## src/hdl/pfta_pkg.sv

```systemverilog
// Constants, encodings and carrier types of the program flash table access unit.
package pfta_pkg;
   // ---------------------------------------------------------------
   // Register map (byte addresses on APB)
   // ---------------------------------------------------------------
   localparam logic [7:0] OFF_CTRL   = 8'h00;
   localparam logic [7:0] OFF_UNLOCK = 8'h04;
   localparam logic [7:0] OFF_LATCH  = 8'h08;
   localparam logic [7:0] OFF_PTR_LO = 8'h0c;
   localparam logic [7:0] OFF_PTR_HI = 8'h10;
   localparam logic [7:0] OFF_PTR_UP = 8'h14;
   localparam logic [7:0] OFF_TBLCMD = 8'h18;
   localparam logic [7:0] OFF_FLAGS  = 8'h1c;
   // ---------------------------------------------------------------
   // Field positions
   // ---------------------------------------------------------------
   localparam int B_SPACE = 7;
   localparam int B_CFG   = 6;
   localparam int B_ERASE = 4;
   localparam int B_ABORT = 3;
   localparam int B_PROGRAM_ENABLE_BIT  = 2;
   localparam int B_START = 1;
   localparam int B_FETCH = 0;
   localparam int B_DONE  = 4;
   localparam int B_OPWR  = 0;
   localparam int B_BUSY  = 7;
   // ---------------------------------------------------------------
   // Values and widths
   // ---------------------------------------------------------------
   localparam logic [7:0]  KEY_FIRST  = 8'h55;
   localparam logic [7:0]  KEY_SECOND = 8'haa;
   localparam int          PTR_W      = 22;
   localparam logic [20:0] LOW_ONE    = 21'h000001;
   localparam logic [2:0]  BLK8_ZERO  = 3'h0;
   localparam logic [5:0]  ROW64_ZERO = 6'h00;
   localparam int          HOLD_N     = 8;
   localparam logic [5:0]  UP_MASK    = 6'h3f;

   typedef enum logic [1:0] {
      PM_KEEP    = 2'h0,
      PM_POSTINC = 2'h1,
      PM_POSTDEC = 2'h2,
      PM_PREINC  = 2'h3
   } pfta_mode_e;

   // Gray path: idle -> read -> (back) and idle -> program -> idle.
   typedef enum logic [1:0] {
      ST_IDLE = 2'h0,
      ST_READ = 2'h1,
      ST_PROG = 2'h2
   } pfta_state_e;

   typedef struct packed {
      logic [PTR_W-1:0] addr;
      logic             cfg_space;
      logic             prog_space;
      logic             rd;
      logic             prog;
      logic             erase;
   } pfta_flash_req_s;
endpackage : pfta_pkg

```

## src/hdl/pfta_core.sv

```systemverilog
// Table access unit: pointer, latch, holding registers and timed write/erase control.
//
// How it works
// Byte reads, 8-byte programs, 64-byte erases.
// No bulk erase from running code.
// Instruction fetch stalls during write/erase.
// Any content stored; invalid opcodes become no-ops.
// All transfers pass through the byte latch.
// Table write fills holding register only.
// Table data needs no word alignment.
// Unlock port has no storage, reads zero.
// Space bit selects flash or data EEPROM.
// Config bit overrides space select when set.
// Erase enable erases row, clears when done.
// Enable bit gates cycles, cleared at power-up.
// Abort flag set at start, cleared on completion.
// Abort keeps space selects for tracing.
// Start bit set-only, hardware clears it.
// Completion sets done flag; software clears.
// Fetch bit one-cycle, refused with space selects.
// Pointer is 22 bits from three bytes.
// Four pointer actions per table operation.
// Auto update touches only low 21 bits.
// Table read uses all 22 pointer bits.
// Bits 2:0 pick holding register; 21:3 block.
// Erase uses bits 21:6, ignores 5:0.
// Start only after 55h then AAh unlock.
// Bad start attempts start nothing.
`timescale 1ns/1ps
module pfta_core (
   input  wire logic                     i_sys_clk,
   input  wire logic                     i_rst,
   input  wire logic                     i_por,
   input  wire logic                     psel,
   input  wire logic                     penable,
   input  wire logic                     pwrite,
   input  wire logic [7:0]               paddr,
   input  wire logic [31:0]              pwdata,
   output logic      [31:0]              prdata,
   output logic                          pready,
   output logic                          pslverr,
   input  wire logic [7:0]               i_flash_rdata,
   input  wire logic                     i_flash_done,
   output pfta_pkg::pfta_flash_req_s     o_flash_req,
   output logic      [8*pfta_pkg::HOLD_N-1:0] o_flash_wdata,
   output logic                          o_fetch_stall,
   output logic                          o_ee_fetch,
   output logic                          o_nvm_done
);
   // ---------------------------------------------------------------
   // State
   // ---------------------------------------------------------------
   pfta_pkg::pfta_state_e      state_r, state_nxt;
   pfta_pkg::pfta_flash_req_s  req_r;
   logic [pfta_pkg::PTR_W-1:0] ptr_r;
   logic [7:0]                 latch_r;
   logic [7:0]                 hold_r [pfta_pkg::HOLD_N];
   logic                       space_r, cfg_r, erase_r, abort_r, program_enable_bit_r, start_r, fetch_r;
   logic                       done_r, key1_r, unlocked_r;
   logic                       pready_r, pslverr_r, stall_r;
   logic [31:0]                prdata_r;

   function automatic logic hit(input logic [7:0] a, input logic [7:0] off);
      hit = (a == off);
   endfunction : hit

   // ---------------------------------------------------------------
   // APB decode
   // ---------------------------------------------------------------
   wire       acc      = psel & penable & pready_r;
   wire       wr_acc   = acc & pwrite;
   wire       w_ctrl   = wr_acc & hit(paddr, pfta_pkg::OFF_CTRL);
   wire       w_unlock = wr_acc & hit(paddr, pfta_pkg::OFF_UNLOCK);
   wire       w_latch  = wr_acc & hit(paddr, pfta_pkg::OFF_LATCH);
   wire       w_lo     = wr_acc & hit(paddr, pfta_pkg::OFF_PTR_LO);
   wire       w_hi     = wr_acc & hit(paddr, pfta_pkg::OFF_PTR_HI);
   wire       w_up     = wr_acc & hit(paddr, pfta_pkg::OFF_PTR_UP);
   wire       w_cmd    = wr_acc & hit(paddr, pfta_pkg::OFF_TBLCMD);
   wire       w_flags  = wr_acc & hit(paddr, pfta_pkg::OFF_FLAGS);
   wire [7:0] wb       = pwdata[7:0];
   wire       mapped   = hit(paddr, pfta_pkg::OFF_CTRL) | hit(paddr, pfta_pkg::OFF_UNLOCK)
                       | hit(paddr, pfta_pkg::OFF_LATCH) | hit(paddr, pfta_pkg::OFF_PTR_LO)
                       | hit(paddr, pfta_pkg::OFF_PTR_HI) | hit(paddr, pfta_pkg::OFF_PTR_UP)
                       | hit(paddr, pfta_pkg::OFF_TBLCMD) | hit(paddr, pfta_pkg::OFF_FLAGS);
   wire [7:0] ctrl_rd  = {space_r, cfg_r, 1'b0, erase_r, abort_r, program_enable_bit_r, start_r, fetch_r};
   wire       busy     = (state_r != pfta_pkg::ST_IDLE);

   logic [7:0] rd_mux;
   always_comb begin
      rd_mux = 8'h00;
      // unlock reads zero
      if (hit(paddr, pfta_pkg::OFF_CTRL))   rd_mux = ctrl_rd;
      if (hit(paddr, pfta_pkg::OFF_LATCH))  rd_mux = latch_r;
      if (hit(paddr, pfta_pkg::OFF_PTR_LO)) rd_mux = ptr_r[7:0];
      if (hit(paddr, pfta_pkg::OFF_PTR_HI)) rd_mux = ptr_r[15:8];
      if (hit(paddr, pfta_pkg::OFF_PTR_UP)) rd_mux = {2'h0, ptr_r[21:16]};
      if (hit(paddr, pfta_pkg::OFF_TBLCMD)) rd_mux = {busy, 7'h00};
      if (hit(paddr, pfta_pkg::OFF_FLAGS))  rd_mux = {3'h0, done_r, 4'h0};
   end

   // One wait state: pready rises in the second access cycle.
   always_ff @(posedge i_sys_clk) begin
      if (i_rst | i_por) begin
         pready_r  <= 1'b0;
         pslverr_r <= 1'b0;
         prdata_r  <= 32'h0000_0000;
      end else begin
         pready_r  <= psel & penable & ~pready_r;
         pslverr_r <= psel & penable & ~pready_r & ~mapped;
         prdata_r  <= (psel & penable & ~pready_r & ~pwrite) ? {24'h000000, rd_mux} : 32'h0;
      end
   end

   // ---------------------------------------------------------------
   // Table pointer arithmetic
   // ---------------------------------------------------------------
   pfta_pkg::pfta_mode_e mode;
   assign mode = pfta_pkg::pfta_mode_e'(pwdata[2:1]);
   // low 21 bits only
   wire [21:0] ptr_inc = {ptr_r[21], ptr_r[20:0] + pfta_pkg::LOW_ONE};
   wire [21:0] ptr_dec = {ptr_r[21], ptr_r[20:0] - pfta_pkg::LOW_ONE};
   // pre-increment addresses new value
   wire [21:0] eff_addr = (mode == pfta_pkg::PM_PREINC) ? ptr_inc : ptr_r;
   wire        op_go    = w_cmd & ~busy;
   wire        op_write = pwdata[pfta_pkg::B_OPWR];

   logic [21:0] ptr_nxt;
   always_comb begin
      ptr_nxt = ptr_r;
      if (w_lo) ptr_nxt[7:0] = wb;
      if (w_hi) ptr_nxt[15:8] = wb;
      // three bytes form the pointer
      if (w_up) ptr_nxt[21:16] = wb[5:0] & pfta_pkg::UP_MASK;
      if (op_go) begin
         case (mode)
            pfta_pkg::PM_POSTINC: ptr_nxt = ptr_inc;
            pfta_pkg::PM_POSTDEC: ptr_nxt = ptr_dec;
            pfta_pkg::PM_PREINC:  ptr_nxt = ptr_inc;
            default:              ptr_nxt = ptr_r;
         endcase
      end
   end

   // ---------------------------------------------------------------
   // Start qualification
   // ---------------------------------------------------------------
   wire start_req = w_ctrl & wb[pfta_pkg::B_START] & ~start_r & ~busy;
   // ordered key pair; enable gates
   wire start_ok  = start_req & unlocked_r & program_enable_bit_r;
   wire do_erase  = erase_r & space_r & ~cfg_r;
   wire finish    = (state_r == pfta_pkg::ST_PROG) & i_flash_done;

   always_comb begin
      state_nxt = state_r;
      case (state_r)
         pfta_pkg::ST_IDLE: begin
            if (start_ok) state_nxt = pfta_pkg::ST_PROG;
            else if (op_go & ~op_write) state_nxt = pfta_pkg::ST_READ;
         end
         pfta_pkg::ST_READ: state_nxt = pfta_pkg::ST_IDLE;
         // stay until the timer ends it
         pfta_pkg::ST_PROG: if (i_flash_done) state_nxt = pfta_pkg::ST_IDLE;
         default:           state_nxt = pfta_pkg::ST_IDLE;
      endcase
   end

   always_ff @(posedge i_sys_clk) begin
      if (i_rst | i_por) begin
         state_r    <= pfta_pkg::ST_IDLE;
         ptr_r      <= '0;
         latch_r    <= 8'h00;
         key1_r     <= 1'b0;
         unlocked_r <= 1'b0;
         stall_r    <= 1'b0;
         req_r      <= '0;
      end else begin
         state_r <= state_nxt;
         ptr_r   <= ptr_nxt;
         stall_r <= (state_nxt == pfta_pkg::ST_PROG);
         // any other unlock write or control write disarms
         key1_r     <= w_unlock ? (wb == pfta_pkg::KEY_FIRST) : (key1_r & ~w_ctrl);
         unlocked_r <= w_unlock ? (key1_r & (wb == pfta_pkg::KEY_SECOND))
                                : (unlocked_r & ~w_ctrl);
         // the latch is the only byte path; data passes unfiltered
         if (state_r == pfta_pkg::ST_READ) latch_r <= i_flash_rdata;
         else if (w_latch)                 latch_r <= wb;
         req_r.rd <= 1'b0;
         if (op_go & ~op_write & ~start_ok) begin
            // read uses all 22 bits
            req_r.addr <= eff_addr;
            req_r.rd   <= 1'b1;
         end
         if (start_ok) begin
            // only row-sized erase exists here; row bits
            req_r.addr  <= do_erase ? {ptr_r[21:6], pfta_pkg::ROW64_ZERO}
                                    : {ptr_r[21:3], pfta_pkg::BLK8_ZERO};
            req_r.erase <= do_erase;
            // block from bits 21:3; 8-byte program
            req_r.prog  <= ~do_erase;
         end else if (finish) begin
            req_r.erase <= 1'b0;
            req_r.prog  <= 1'b0;
         end
         // routing of the access
         req_r.prog_space <= space_r & ~cfg_r;
         req_r.cfg_space  <= cfg_r;
      end
   end

   // ---------------------------------------------------------------
   // Holding registers
   // ---------------------------------------------------------------
   genvar g;
   generate
      for (g = 0; g < pfta_pkg::HOLD_N; g++) begin : g_hold
         always_ff @(posedge i_sys_clk) begin
            if (i_por) begin
               hold_r[g] <= 8'h00;
            // byte goes to the holding slot only
            end else if (op_go & op_write & (eff_addr[2:0] == 3'(g))) begin
               hold_r[g] <= latch_r;
            end
         end
         assign o_flash_wdata[8*g +: 8] = hold_r[g];
      end
   endgenerate

   // ---------------------------------------------------------------
   // Control and flag bits
   // ---------------------------------------------------------------
   // A warm reset mid-cycle leaves the abort flag and selects behind, so
   // software can see which memory the lost cycle aimed at.
   always_ff @(posedge i_sys_clk) begin
      if (i_por) begin
         space_r <= 1'b0;
         cfg_r   <= 1'b0;
         abort_r <= 1'b0;
      end else begin
         // selects survive a warm reset
         if (~i_rst & w_ctrl) begin
            space_r <= wb[pfta_pkg::B_SPACE];
            cfg_r   <= wb[pfta_pkg::B_CFG];
         end
         // set at start or bad attempt, cleared by the timer
         if (i_rst) abort_r <= abort_r | busy;
         else if (start_req) abort_r <= 1'b1;
         else if (finish) abort_r <= 1'b0;
         else if (w_ctrl) abort_r <= wb[pfta_pkg::B_ABORT];
      end
   end

   always_ff @(posedge i_sys_clk) begin
      if (i_rst | i_por) begin
         erase_r <= 1'b0;
         program_enable_bit_r  <= 1'b0;
         start_r <= 1'b0;
         fetch_r <= 1'b0;
         done_r  <= 1'b0;
      end else begin
         // erase enable clears when the erase ends
         if (finish & req_r.erase) erase_r <= 1'b0;
         else if (w_ctrl & ~busy)  erase_r <= wb[pfta_pkg::B_ERASE];
         // software enable, cleared by reset
         if (w_ctrl) program_enable_bit_r <= wb[pfta_pkg::B_PROGRAM_ENABLE_BIT];
         // set-only; refused without unlock
         if (finish)        start_r <= 1'b0;
         else if (start_ok) start_r <= 1'b1;
         // one cycle, refused when the same write sets a select
         fetch_r <= w_ctrl & wb[pfta_pkg::B_FETCH] & ~fetch_r
                  & ~wb[pfta_pkg::B_SPACE] & ~wb[pfta_pkg::B_CFG];
         // set wins over a software clear
         if (finish) done_r <= 1'b1;
         else if (w_flags & ~wb[pfta_pkg::B_DONE]) done_r <= 1'b0;
      end
   end

   assign prdata        = prdata_r;
   assign pready        = pready_r;
   assign pslverr       = pslverr_r;
   assign o_flash_req   = req_r;
   assign o_fetch_stall = stall_r;
   assign o_ee_fetch    = fetch_r;
   assign o_nvm_done    = done_r;

   // ---------------------------------------------------------------
   // Assertions
   // ---------------------------------------------------------------
   a_ptr_top_keep: assert property (@(posedge i_sys_clk) disable iff (i_rst | i_por)
      (op_go & ~w_up) |=> (ptr_r[21] == $past(ptr_r[21])))
      else $error("auto update changed pointer top bit");
   a_unlock_zero: assert property (@(posedge i_sys_clk) disable iff (i_rst | i_por)
      (psel & penable & ~pready_r & ~pwrite & hit(paddr, pfta_pkg::OFF_UNLOCK))
      |=> (prdata == 32'h0))
      else $error("unlock port read nonzero");
   a_start_keyed: assert property (@(posedge i_sys_clk) disable iff (i_rst | i_por)
      $rose(state_r == pfta_pkg::ST_PROG) |-> ($past(unlocked_r) && $past(program_enable_bit_r)))
      else $error("cycle started without unlock and enable");
   a_stall_prog: assert property (@(posedge i_sys_clk) disable iff (i_rst | i_por)
      (o_fetch_stall == (state_r == pfta_pkg::ST_PROG)))
      else $error("fetch stall does not match cycle");
   a_abort_start: assert property (@(posedge i_sys_clk) disable iff (i_rst | i_por)
      (state_r == pfta_pkg::ST_PROG) |-> (abort_r && start_r))
      else $error("abort or start flag low during cycle");
   a_done_flag: assert property (@(posedge i_sys_clk) disable iff (i_rst | i_por)
      finish |=> (o_nvm_done && !start_r && !abort_r))
      else $error("completion did not set done flag");
   a_erase_row: assert property (@(posedge i_sys_clk) disable iff (i_rst | i_por)
      o_flash_req.erase |-> (o_flash_req.addr[5:0] == 6'h00) && !o_flash_req.prog)
      else $error("erase address not row aligned");
   a_prog_block: assert property (@(posedge i_sys_clk) disable iff (i_rst | i_por)
      $rose(o_flash_req.prog) |-> (o_flash_req.addr[21:3] == ptr_r[21:3]))
      else $error("program block not from pointer");
   a_fetch_pulse: assert property (@(posedge i_sys_clk) disable iff (i_rst | i_por)
      o_ee_fetch |=> !o_ee_fetch)
      else $error("data fetch pulse longer than one cycle");
   a_read_latch: assert property (@(posedge i_sys_clk) disable iff (i_rst | i_por)
      o_flash_req.rd |=> (latch_r == $past(i_flash_rdata)))
      else $error("read byte not latched");
endmodule : pfta_core

```

## config.mk

```make
export PLATFORM = sky130hd
export DESIGN_NAME = pfta_core
export DESIGN_NICKNAME = d
export VERILOG_FILES = /design/src/hdl/pfta_pkg.sv /design/src/hdl/pfta_core.sv
export SDC_FILE = /design/constraint.sdc
export NUM_CORES = 1
export LEC_CHECK = 0
export ABC_AREA = 1
export BUFFER_PORTS_ARGS = -buffer_cell sky130_fd_sc_hd__buf_2
export CORE_ASPECT_RATIO = 0.5
export CORE_MARGIN = 3
export CORE_UTILIZATION = 40
export DETAILED_ROUTE_END_ITERATION = 12
export GPL_ROUTABILITY_DRIVEN = 0
export PLACE_DENSITY_LB_ADDON = 0.12
export SYNTH_ARGS = -nofsm -noshare
export SYNTH_HDL_FRONTEND = slang
export SYNTH_SLANG_ARGS = --single-unit
```

## constraint.sdc

```tcl
create_clock -name i_sys_clk -period 2.6 [get_ports i_sys_clk]
set_input_delay 0.39 -clock i_sys_clk [delete_from_list [all_inputs] [get_ports i_sys_clk]]
set_output_delay 0.39 -clock i_sys_clk [all_outputs]
set_load 0.005 [all_outputs]
```

==> results of run 1 <==
[worst max path at each step]
stage               startpoint             end  slack [ns]
CTS                   ptr_r[0]    hold_r[1][0]        0.23
floorplan             ptr_r[0]    hold_r[0][0]        0.53
finish                ptr_r[0]    hold_r[1][4]        0.20
detailed placement     penable  o_flash_req[7]        0.23
global route          ptr_r[0]    hold_r[1][0]        0.01
global placement       penable  o_flash_req[7]        0.25
[per-layer routing]
metal	up-vias	share of wire
li1	3784	-
met1	3576	0.44
met2	332	0.46
met3	36	0.087
met4	0	0.018
met5	-	0
[metrics by stage]
step	instances	utilization	hold slack [ns]
global placement	1462	0.471	0.445
CTS	1494	0.501	0.163
floorplan	1102	-	0.441
global route	1494	0.501	0.174
finish	1494	0.501	0.173
detailed placement	1462	0.471	0.448
[critical path, cell delays in order, from the launching register on]
cell	delay, ns
dfxtp_1	0.44
inv_1	0.14
ha_1	0.33
o21ai_1	0.36
inv_1	0.10
nor2_1	0.32
nand2_1	0.09
nand2_1	0.28
[power by group through the flow]
| stage | registers, mW | logic [mW] | clock network [mW] |
|---|---|---|---|
| 6_report | 2.40 | 0.266 | 2.43 |
| 5_1_grt | 2.40 | 0.293 | 2.59 |
| 4_1_cts | 2.40 | 0.265 | 2.47 |
| 3_5_place_dp | 2.45 | 0.264 | 0 |
| 3_3_place_gp | 2.45 | 0.263 | 0 |
| 2_1_floorplan | 2.46 | 0.155 | 0 |
[cells in the final DEF, fill, tap and decap left out, types with 26 or more instances in the layout]
master and instances:
nand2_1 278, nor2_1 175, buf_2 134, inv_1 91
dfxtp_1 80, nand3_1 72, o21ai_0 67, edfxtp_1 64
a21oi_1 57, buf_4 26
[registers in the layout, indices dropped and copies added (netlist names)]
name,cells
pready,1
space_r,1
ptr_r,22
o_flash_req,27
unlocked_r,1
o_fetch_stall,1
erase_r,1
o_nvm_done,1
abort_r,1
state_r,2
hold_r,64
o_ee_fetch,1
program_enable_bit_r,1
key1_r,1
start_r,1
latch_r,8
pslverr,1
prdata,8
cfg_r,1
[kinds of logic (layout without fill, tap and decap cells)]
logic type | Yosys count | count (layout) | share of synthesized area
AO/OA/AOI/OAI | 158 | 158 | 0.107
buffers and inverters | 166 | 299 | 0.0945
XOR/XNOR | 13 | 13 | 0.0142
other | 1 | 24 | 0.000469
flip-flops | 144 | 144 | 0.441
adder cells (fa/ha/maj) | 2 | 2 | 0.00313
AND/OR/NAND/NOR | 595 | 595 | 0.340
[cell type report]
cell class	count	area (um^2)	share of cell area
inverter	106	404	0.0424
sequential	144	3520	0.370
clock buffer	18	429	0.0451
timing repair buffer	161	886	0.0930
tap	259	324	0.0340
multi-input combinational	792	3800	0.400
clock inverter	14	151	0.0159
==> results.md, run 1 <==
- All-Layer GR Usage: 0.233
- Die Wd: 206 um
- Clock latency on the worst-skew pair: 0.43 ns
- Clock root buffer master: clkbuf_16
- Final slew viol count: 0
- Psw: 1.28 mW
- Post-synth EDFFs: 64
- I/O Buffers: 134
- Depth of the worst hold-timing path: 2
- Reg2Reg Setup Slack: 0.20 ns
- R2R cell count: 7
- Sw frac: 0.250
- Clk pwr share: 0.477
- Register area share after synthesis: 0.441
- Dominant cell type by area after synthesis: edfxtp_1
- Finished Cell Area: 9520 um^2
- Slew @ Worst Pin: 0.877 ns
- Most frequent cell after synthesis: nand2_1
- P&R area growth vs syn: 19.1%
- Place WS: 0.234 ns
- Die height: 106 um
- Maxcap violations: 0
- Ys Warns: 0
- Relative slew slack: 0.413
- Final Critical Period: 2.40 ns
- Hold Crit Start: pwdata[6]
- Pwr Density: 536 nW/um^2
- Final Hold Fails: 0
- Clk slew on worst S/H paths: 0.07 ns
- Congestion Overflow GR: 0
- Total Power: 5.10 mW
- Synth area leaders: edfxtp_1 24%, dfxtp_1 20%, nand2_1 13%
- Most Used Layer, Global Route: met2
- GR Layer Usage met3: 0.0444
- Post-CTS resize count: 0
- Final #Nets: 1279
- Netlist Area Pre-Place: 8000 um^2
- F_max: 0.416 GHz
- Netlist cell types: 46
- TNS Setup: 0 ns
- Routed vias/inst: 5.17
- Number of I/O pins: 183
- Yosys top cell area share: 0.240
- Initial Util: 0.421
- Setup bufs post-CTS: 0
- Unrepaired setup endpoints after global routing: false
- CP Data Arrival Time: 2.49 ns
- Htree depth: 4
- Row Count: 35
- Vias in the first global route: 7187
- CP Launch Type: register
- Final setup vio count: 0
- Core ar.: 19000 um^2
- Reg2Reg Capture Point: hold_r[1][4]
- Die area: 21800 um^2
- Longest Clk Path Bufs: 2
- Flops & latches, synth: 144
- Avg Synthesized Cell Area: 7.41 um^2
- Antenna cells: 0
- Initial antenna violation count: 0
- DRC viols: 0
- Synth Instances: 1079
- Worst Slack Setup Final: 0.199 ns
- LEAKAGE: 4.23 nW
- Grt met2 use: 0.378
- DR iter-0 viols: 675
- Largest net degree at the start of global routing: 36
- HP Class: primary input to register
- Worst vdd ir: 0.366 mV
- Pre-Repair DR Iteration Count: 5
- Final worst clock skew: 0.00791 ns
- Num CTS Buffers: 17
- Hpwl dp: 19100 um
- Async set-reset flop share out of synthesis: 0
- Critical Path Fanout Max: 8
- Critical path endpoint category: register
- Worst r2r src: ptr_r[0]
- Met1 Usage GRT: 0.320
- # clock sinks: 144
- TritonCTS clock tree: built
- Post-synth top cells: 278 x nand2_1, 175 x nor2_1, 91 x inv_1, 80 x dfxtp_1, 72 x nand3_1
- Int Pwr: 3.82 mW
- Antenna Nets Post-Route: 0
- Critical setup path kind: register to register
- Required @ worst endpoint: 2.69 ns
- Status: finished, final reports clean
- DR WL/cell: 17.0 um
- Area after DPL: 8940 um^2
- Fin crit share: 0.924
- Combinational share of power: 0.052
- First-pass GRT wire length: 39400 um
- Post-CTS Hold Buffers: 0
- Fill count: 1929
- Vias post-DR: 7728
- Share of layout cells above drive strength 1: 0.193
- Worst Hold Path EP: o_ee_fetch
- Share of power burned in registers: 0.471
- Dominant synthesized flop cell: dfxtp_1
- Routed WL: 25400 um
Power figures use the tool's default switching activity.
==> run 2, diff against run 1 <==
--- a/config.mk
+++ b/config.mk
@@ -13,6 +13,7 @@
 export DETAILED_ROUTE_END_ITERATION = 12
 export GPL_ROUTABILITY_DRIVEN = 0
 export PLACE_DENSITY_LB_ADDON = 0.12
+export RECOVER_POWER = 25
 export SYNTH_ARGS = -nofsm -noshare
 export SYNTH_HDL_FRONTEND = slang
 export SYNTH_SLANG_ARGS = --single-unit
==> constraint.sdc (replaced) <==
create_clock -name i_sys_clk -period 2.6 [get_ports i_sys_clk]
set_input_delay 0.52 -clock i_sys_clk [delete_from_list [all_inputs] [get_ports i_sys_clk]]
set_output_delay 0.52 -clock i_sys_clk [all_outputs]
set_load 0.005 [all_outputs]
==> run 2 against run 1 <==
Global-route usage down 0.070 points. Clock skew about the same. Cell count up 0.27%. Largest power group is now sequential cells. Die area unchanged. Sequential share of layout area up 0.20 points. Wire length down 1.5%. Largest cell class unchanged. Critical path type unchanged. Combinational power about the same. Power down 2.6%. Clock-buffer cell count down 1.
==> results.md, run 2 (synthesis results as in run 1) <==
- Status: finished, final reports clean (unchanged)
- Worst r2r src: ptr_r[0] (unchanged)
- Hpwl dp: 19000 um (was 19100 um)
- LEAKAGE: 4.11 nW (was 4.23 nW)
- Cell breakdown of the critical path: inv_1, ha_1, o21ai_1, inv_1, nor2_1, nand2_1, nand2_1 (unchanged)
- Unrepaired setup endpoints after global routing: false (unchanged)
- Longest Clk Path Bufs: 2 (unchanged)
- First-pass GRT wire length: 39400 um (about the same)
- Placed instance count: 1467 (was 1462)
- Reg2Reg Capture Point: hold_r[1][2] (was hold_r[1][4])
- Vias in the first global route: 7240 (was 7187)
- Initial antenna violation count: 0 (unchanged)
- Finished Cell Area: 9470 um^2 (was 9520 um^2)
- CP Launch Type: register (unchanged)
- Maxcap violations: 0 (unchanged)
- Worst vdd ir: 0.448 mV (was 0.366 mV)
- Vias post-DR: 7714 (was 7728)
- DR iter-0 viols: 775 (was 675)
- Required @ worst endpoint: 2.69 ns (about the same)
- Pre-Repair DR Iteration Count: 5 (unchanged)
- Most common cell after layout, fill and taps aside: nand2_1 (unchanged)
- Post-CTS resize count: 0 (unchanged)
- Post-CTS Hold Buffers: 0 (unchanged)
- Congestion Overflow GR: 0 (unchanged)
- Hold WS: 0.323 ns (was 0.173 ns)
- Worst setup path startpoint: ptr_r[0] (unchanged)
- Cell family with most CP delay: simple AND/OR/NAND/NOR gates (unchanged)
- Die Wd: 206 um (unchanged)
- Final setup vio count: 0 (unchanged)
- Share of layout cells above drive strength 1: 0.167 (was 0.193)
- Worst Slack Setup Final: 0.252 ns (was 0.199 ns)
- Setup bufs post-CTS: 0 (unchanged)
- Die height: 106 um (unchanged)
- Final core occ: 0.498 (was 0.501)
- All-Layer GR Usage: 0.232 (was 0.233)
- CP Data Arrival Time: 2.44 ns (was 2.49 ns)
- Routed vias/inst: 5.15 (was 5.17)
- TritonCTS clock tree: built (unchanged)
- Core ar.: 19000 um^2 (unchanged)
- F_max: 0.426 GHz (was 0.416 GHz)
- Fin crit share: 0.903 (was 0.924)
- Place WS: 0.227 ns (was 0.234 ns)
- Clock latency on the worst-skew pair: 0.43 ns (about the same)
- CP endpoint: hold_r[1][2] (was hold_r[1][4])
- Relative slew slack: 0.497 (was 0.413)
- Fill count: 1962 (was 1929)
- Largest Register: hold_r (unchanged)
- Slowest CP cell: dfxtp_1 (unchanged)
- Number of I/O pins: 183 (unchanged)
- DRC viols: 0 (unchanged)
- DR WL/cell: 16.7 um (was 17.0 um)
- Antenna Nets Post-Route: 0 (unchanged)
- Final Hold Fails: 0 (unchanged)
- Slew @ Worst Pin: 0.754 ns (was 0.877 ns)
- Die area: 21800 um^2 (unchanged)
- Pwr Density: 525 nW/um^2 (was 536 nW/um^2)
- Buf/Inv on CP: 2 (unchanged)
- Row Count: 35 (unchanged)
- TNS Setup: 0 ns (unchanged)
- Critical path endpoint category: register (unchanged)
- Critical setup path kind: register to register (unchanged)
- Clk slew on worst S/H paths: 0.06 ns (was 0.07 ns)
- Routed WL: 25000 um (was 25400 um)
- Largest net degree at the start of global routing: 36 (unchanged)
- R2R cell count: 7 (unchanged)
- Final worst clock skew: 0.00774 ns (was 0.00791 ns)
- HP Class: primary input to register (unchanged)
- Final #Nets: 1284 (was 1279)
- P&R area growth vs syn: 18.4% (was 19.1%)
- Final Critical Period: 2.35 ns (was 2.40 ns)
- Non-Filler Instances: 1498 (was 1494)
- Total Power: 4.97 mW (was 5.10 mW)
- # clock sinks: 144 (unchanged)
- Clock root buffer master: clkbuf_16 (unchanged)
- Num CTS Buffers: 17 (unchanged)
- Critical Path Fanout Max: 8 (unchanged)
- Antenna cells: 0 (unchanged)
- Cell depth of the worst setup path: 7 (unchanged)
- Initial Util: 0.421 (unchanged)
- Htree depth: 4 (unchanged)
- Largest stage delay on the critical path: 0.48 ns (was 0.44 ns)
- Commonest cells after routing, fill and taps aside: 278 x nand2_1, 175 x nor2_1, 100 x buf_2 (was 278 x nand2_1, 175 x nor2_1, 134 x buf_2)
- Area after DPL: 8980 um^2 (was 8940 um^2)
- Max reg flops: 64 (unchanged)
- Reg2Reg Setup Slack: 0.25 ns (was 0.20 ns)
- Final slew viol count: 0 (unchanged)
- I/O Buffers: 134 (unchanged)
run 2: layout make-up:
| cell class | instances | area (um^2) | area share |
|---|---|---|---|
| multi-input cells | 792 | 3790 | 0.400 |
| flip-flops and latches | 144 | 3520 | 0.372 |
| repair buffers | 166 | 881 | 0.0930 |
| clock buffers | 17 | 425 | 0.0449 |
| inverters | 106 | 404 | 0.0427 |
| well taps | 259 | 324 | 0.0342 |
| clock inverters | 14 | 124 | 0.0131 |
run 2: worst reg2reg max path, cell delays in order, from the launching register on:
cell and delay (ns):
dfxtp_1 0.48, inv_1 0.15, ha_1 0.33, o21ai_1 0.37, inv_1 0.10, nor2_1 0.22, nand2_1 0.08, nand2_1 0.28
run 2: how the worst min path moves through the flow:
| stage | start | to | slack (ns) | cells after the start |
|---|---|---|---|---|
| after detailed placement | o_flash_req[14] | o_flash_req[14] | 0.44 | 2 |
| after floorplan | ptr_r[21] | o_flash_req[26] | 0.44 | 2 |
| after CTS | pwdata[6] | o_ee_fetch | 0.32 | 2 |
| after global routing | pwdata[6] | o_ee_fetch | 0.31 | 2 |
| after global placement | o_flash_req[14] | o_flash_req[14] | 0.44 | 2 |
| final | pwdata[6] | o_ee_fetch | 0.32 | 2 |
run 2: routing by layer:
layer  global-route usage  share of wire
met4               0.0697          0.019
met5                    0              0
met1                0.323           0.45
met3               0.0422          0.089
met2                0.368           0.44
run 2: power breakdown:
part	leakage (nW)	switching, mW	internal, mW
Sequential	1.31	0.0110	2.39
Combinational	2.55	0.184	0.0782
Clock	0.255	1.06	1.25
==> run 3, diff against run 2 <==
==> constraint.sdc (replaced) <==
create_clock -name i_sys_clk -period 2.6 [get_ports i_sys_clk]
set_input_delay 0.39 -clock i_sys_clk [delete_from_list [all_inputs] [get_ports i_sys_clk]]
set_output_delay 0.39 -clock i_sys_clk [all_outputs]
set_load 0.01 [all_outputs]
==> run 3 against run 2 <==
Critical path depth is the same. Hold slack worse by 0.15 ns. Cell count shrank 0.27%. Register-to-register slack worse by 0.06 ns. Wire length is 1.7% higher. Combinational power up 8.0%. Fmax is 2.4% lower. Die area unchanged. Clock-buffer cell count rose by 1. Critical endpoint is now hold_r[0][2]. Highest routed layer unchanged.
==> results.md, run 3 (synthesis results as in run 1) <==
- Status: finished, final reports clean (unchanged)
- Final Hold Fails: 0 (unchanged)
- Int Pwr: 3.82 mW (was 3.72 mW)
- Hpwl dp: 19100 um (was 19000 um)
- Core ar.: 19000 um^2 (unchanged)
- Sw frac: 0.253 (was 0.252)
- Vias in the first global route: 7187 (was 7240)
- First-pass GRT wire length: 39400 um (about the same)
- Final #Nets: 1279 (was 1284)
- Place WS: 0.234 ns (was 0.227 ns)
- Combinational share of power: 0.055 (was 0.053)
- Die area: 21800 um^2 (unchanged)
- Number of I/O pins: 183 (unchanged)
- Clock latency on the worst-skew pair: 0.43 ns (about the same)
- Initial Util: 0.421 (unchanged)
- Num CTS Buffers: 17 (unchanged)
- Share of power burned in registers: 0.470 (was 0.483)
- DRC viols: 0 (unchanged)
- Required @ worst endpoint: 2.69 ns (about the same)
- Psw: 1.30 mW (was 1.25 mW)
- Reg2Reg Capture Point: hold_r[0][2] (was hold_r[1][2])
- DR WL/cell: 17.0 um (was 16.7 um)
- Cell breakdown of the critical path: inv_1, ha_1, o21ai_1, inv_1, nor2_1, nand2_1, nand2_1 (unchanged)
- DR iter-0 viols: 698 (was 775)
- Max reg flops: 64 (unchanged)
- Relative slew slack: 0.407 (was 0.497)
- Fin crit share: 0.925 (was 0.903)
- Routed WL: 25400 um (was 25000 um)
- Worst setup path startpoint: ptr_r[0] (unchanged)
- Htree depth: 4 (unchanged)
- Final slew viol count: 0 (unchanged)
- Worst Slack Setup Final: 0.194 ns (was 0.252 ns)
- HP Class: primary input to register (unchanged)
- LEAKAGE: 3.95 nW (was 4.11 nW)
- Initial antenna violation count: 0 (unchanged)
- Final worst clock skew: 0.00881 ns (was 0.00774 ns)
- # clock sinks: 144 (unchanged)
- R2R cell count: 7 (unchanged)
- Clk slew on worst S/H paths: 0.07 ns (was 0.06 ns)
- Clock root buffer master: clkbuf_16 (unchanged)
- Critical Path Fanout Max: 8 (unchanged)
- Reg2Reg Setup Slack: 0.19 ns (was 0.25 ns)
- Hold Crit Start: pwdata[6] (unchanged)
- All-Layer GR Usage: 0.233 (was 0.232)
- Pre-Repair DR Iteration Count: 5 (unchanged)
- Die height: 106 um (unchanged)
- I/O Buffers: 134 (unchanged)
- P&R area growth vs syn: 17.9% (was 18.4%)
- Slew @ Worst Pin: 0.887 ns (was 0.754 ns)
- TNS Setup: 0 ns (unchanged)
- TritonCTS clock tree: built (unchanged)
- Row Count: 35 (unchanged)
- Largest Register: hold_r (unchanged)
- Storage cell area: 3520 um^2 (unchanged)
- Clk pwr share: 0.475 (was 0.464)
- Critical setup path kind: register to register (unchanged)
- Vias post-DR: 7728 (was 7714)
- F_max: 0.416 GHz (was 0.426 GHz)
- Post-CTS Hold Buffers: 0 (unchanged)
- Slowest CP cell: dfxtp_1 (unchanged)
- Largest stage delay on the critical path: 0.44 ns (was 0.48 ns)
- Post-CTS resize count: 0 (unchanged)
- Antenna Nets Post-Route: 0 (unchanged)
- Final Critical Period: 2.41 ns (was 2.35 ns)
- Congestion Overflow GR: 0 (unchanged)
- Pwr Density: 543 nW/um^2 (was 525 nW/um^2)
- Fill count: 1969 (was 1962)
- Commonest cells after routing, fill and taps aside: 278 x nand2_1, 175 x nor2_1, 91 x inv_1 (was 278 x nand2_1, 175 x nor2_1, 100 x buf_2)
- Most common cell after layout, fill and taps aside: nand2_1 (unchanged)
- Largest net degree at the start of global routing: 36 (unchanged)
- Routed vias/inst: 5.17 (was 5.15)
- Longest Clk Path Bufs: 2 (unchanged)
- Worst Hold Path EP: o_ee_fetch (unchanged)
- Die Wd: 206 um (unchanged)
- Setup bufs post-CTS: 0 (unchanged)
- Depth of the worst hold-timing path: 2 (unchanged)
- Critical path endpoint category: register (unchanged)
- Worst r2r src: ptr_r[0] (unchanged)
- Worst vdd ir: 0.366 mV (was 0.448 mV)
- Antenna cells: 0 (unchanged)
- Final setup vio count: 0 (unchanged)
- Unrepaired setup endpoints after global routing: false (unchanged)
- CP Data Arrival Time: 2.50 ns (was 2.44 ns)
- Maxcap violations: 0 (unchanged)
- Share of layout cells above drive strength 1: 0.134 (was 0.167)
- Footprint of the multi-input gates: 3800 um^2 (was 3790 um^2)
- CP Launch Type: register (unchanged)
[run 3: worst max-delay path by stage]
stage | depth (start not counted) | slack (ns) | end
after floorplan | 7 | 0.53 | hold_r[0][0]
after global placement | 10 | 0.25 | o_flash_req[7]
after detailed placement | 10 | 0.23 | o_flash_req[7]
after CTS | 7 | 0.23 | hold_r[1][0]
after global routing | 7 | 0.01 | hold_r[1][0]
final | 7 | 0.19 | hold_r[0][2]
[run 3: worst max-delay path, delay by kind of cell, from the launching register on]
family	cells	cell delay (ns)
adder cells (fa/ha/maj)	1	0.33
buffers and inverters	2	0.24
flip-flops	1	0.44
AND/OR/NAND/NOR	3	0.69
AO/OA/AOI/OAI	1	0.38
[run 3: power groups by stage]
stage          Sequential, mW  Combinational [mW]  Clock [mW]
2_1_floorplan            2.47               0.163           0
6_report                 2.40               0.284        2.43
3_3_place_gp             2.45               0.284           0
4_1_cts                  2.40               0.287        2.47
5_1_grt                  2.40               0.309        2.59
3_5_place_dp             2.45               0.286           0
[run 3: final cells by class]
cell class                      instances  share of cell area
Clock inverter                         14              0.0161
Inverter                              106              0.0429
Multi-Input combinational cell        792               0.403
Clock buffer                           18              0.0455
Sequential cell                       144               0.374
Tap cell                              259              0.0344
Timing Repair Buffer                  161              0.0841
[run 3: routing by layer]
metal | global-route usage | vias to the layer above | wire length [um]
met5 | 0 | - | 0
met4 | 0.0600 | 0 | 484
met3 | 0.0444 | 41 | 2200
met2 | 0.378 | 317 | 11500
met1 | 0.320 | 3589 | 11300
li1 | - | 3781 | -
[run 3: metrics by stage]
step / util / instances / cell area [um^2] / hold slack, ns / power (mW)
6_report: 0.496 / 1494 / 9430 / 0.176 / 5.12
3_3_place_gp: 0.471 / 1462 / 8940 / 0.445 / 2.74
4_1_cts: 0.501 / 1494 / 9520 / 0.163 / 5.16
5_1_grt: 0.496 / 1494 / 9430 / 0.174 / 5.30
3_5_place_dp: 0.471 / 1462 / 8940 / 0.448 / 2.74
2_1_floorplan: - / 1102 / 8080 / 0.441 / 2.63
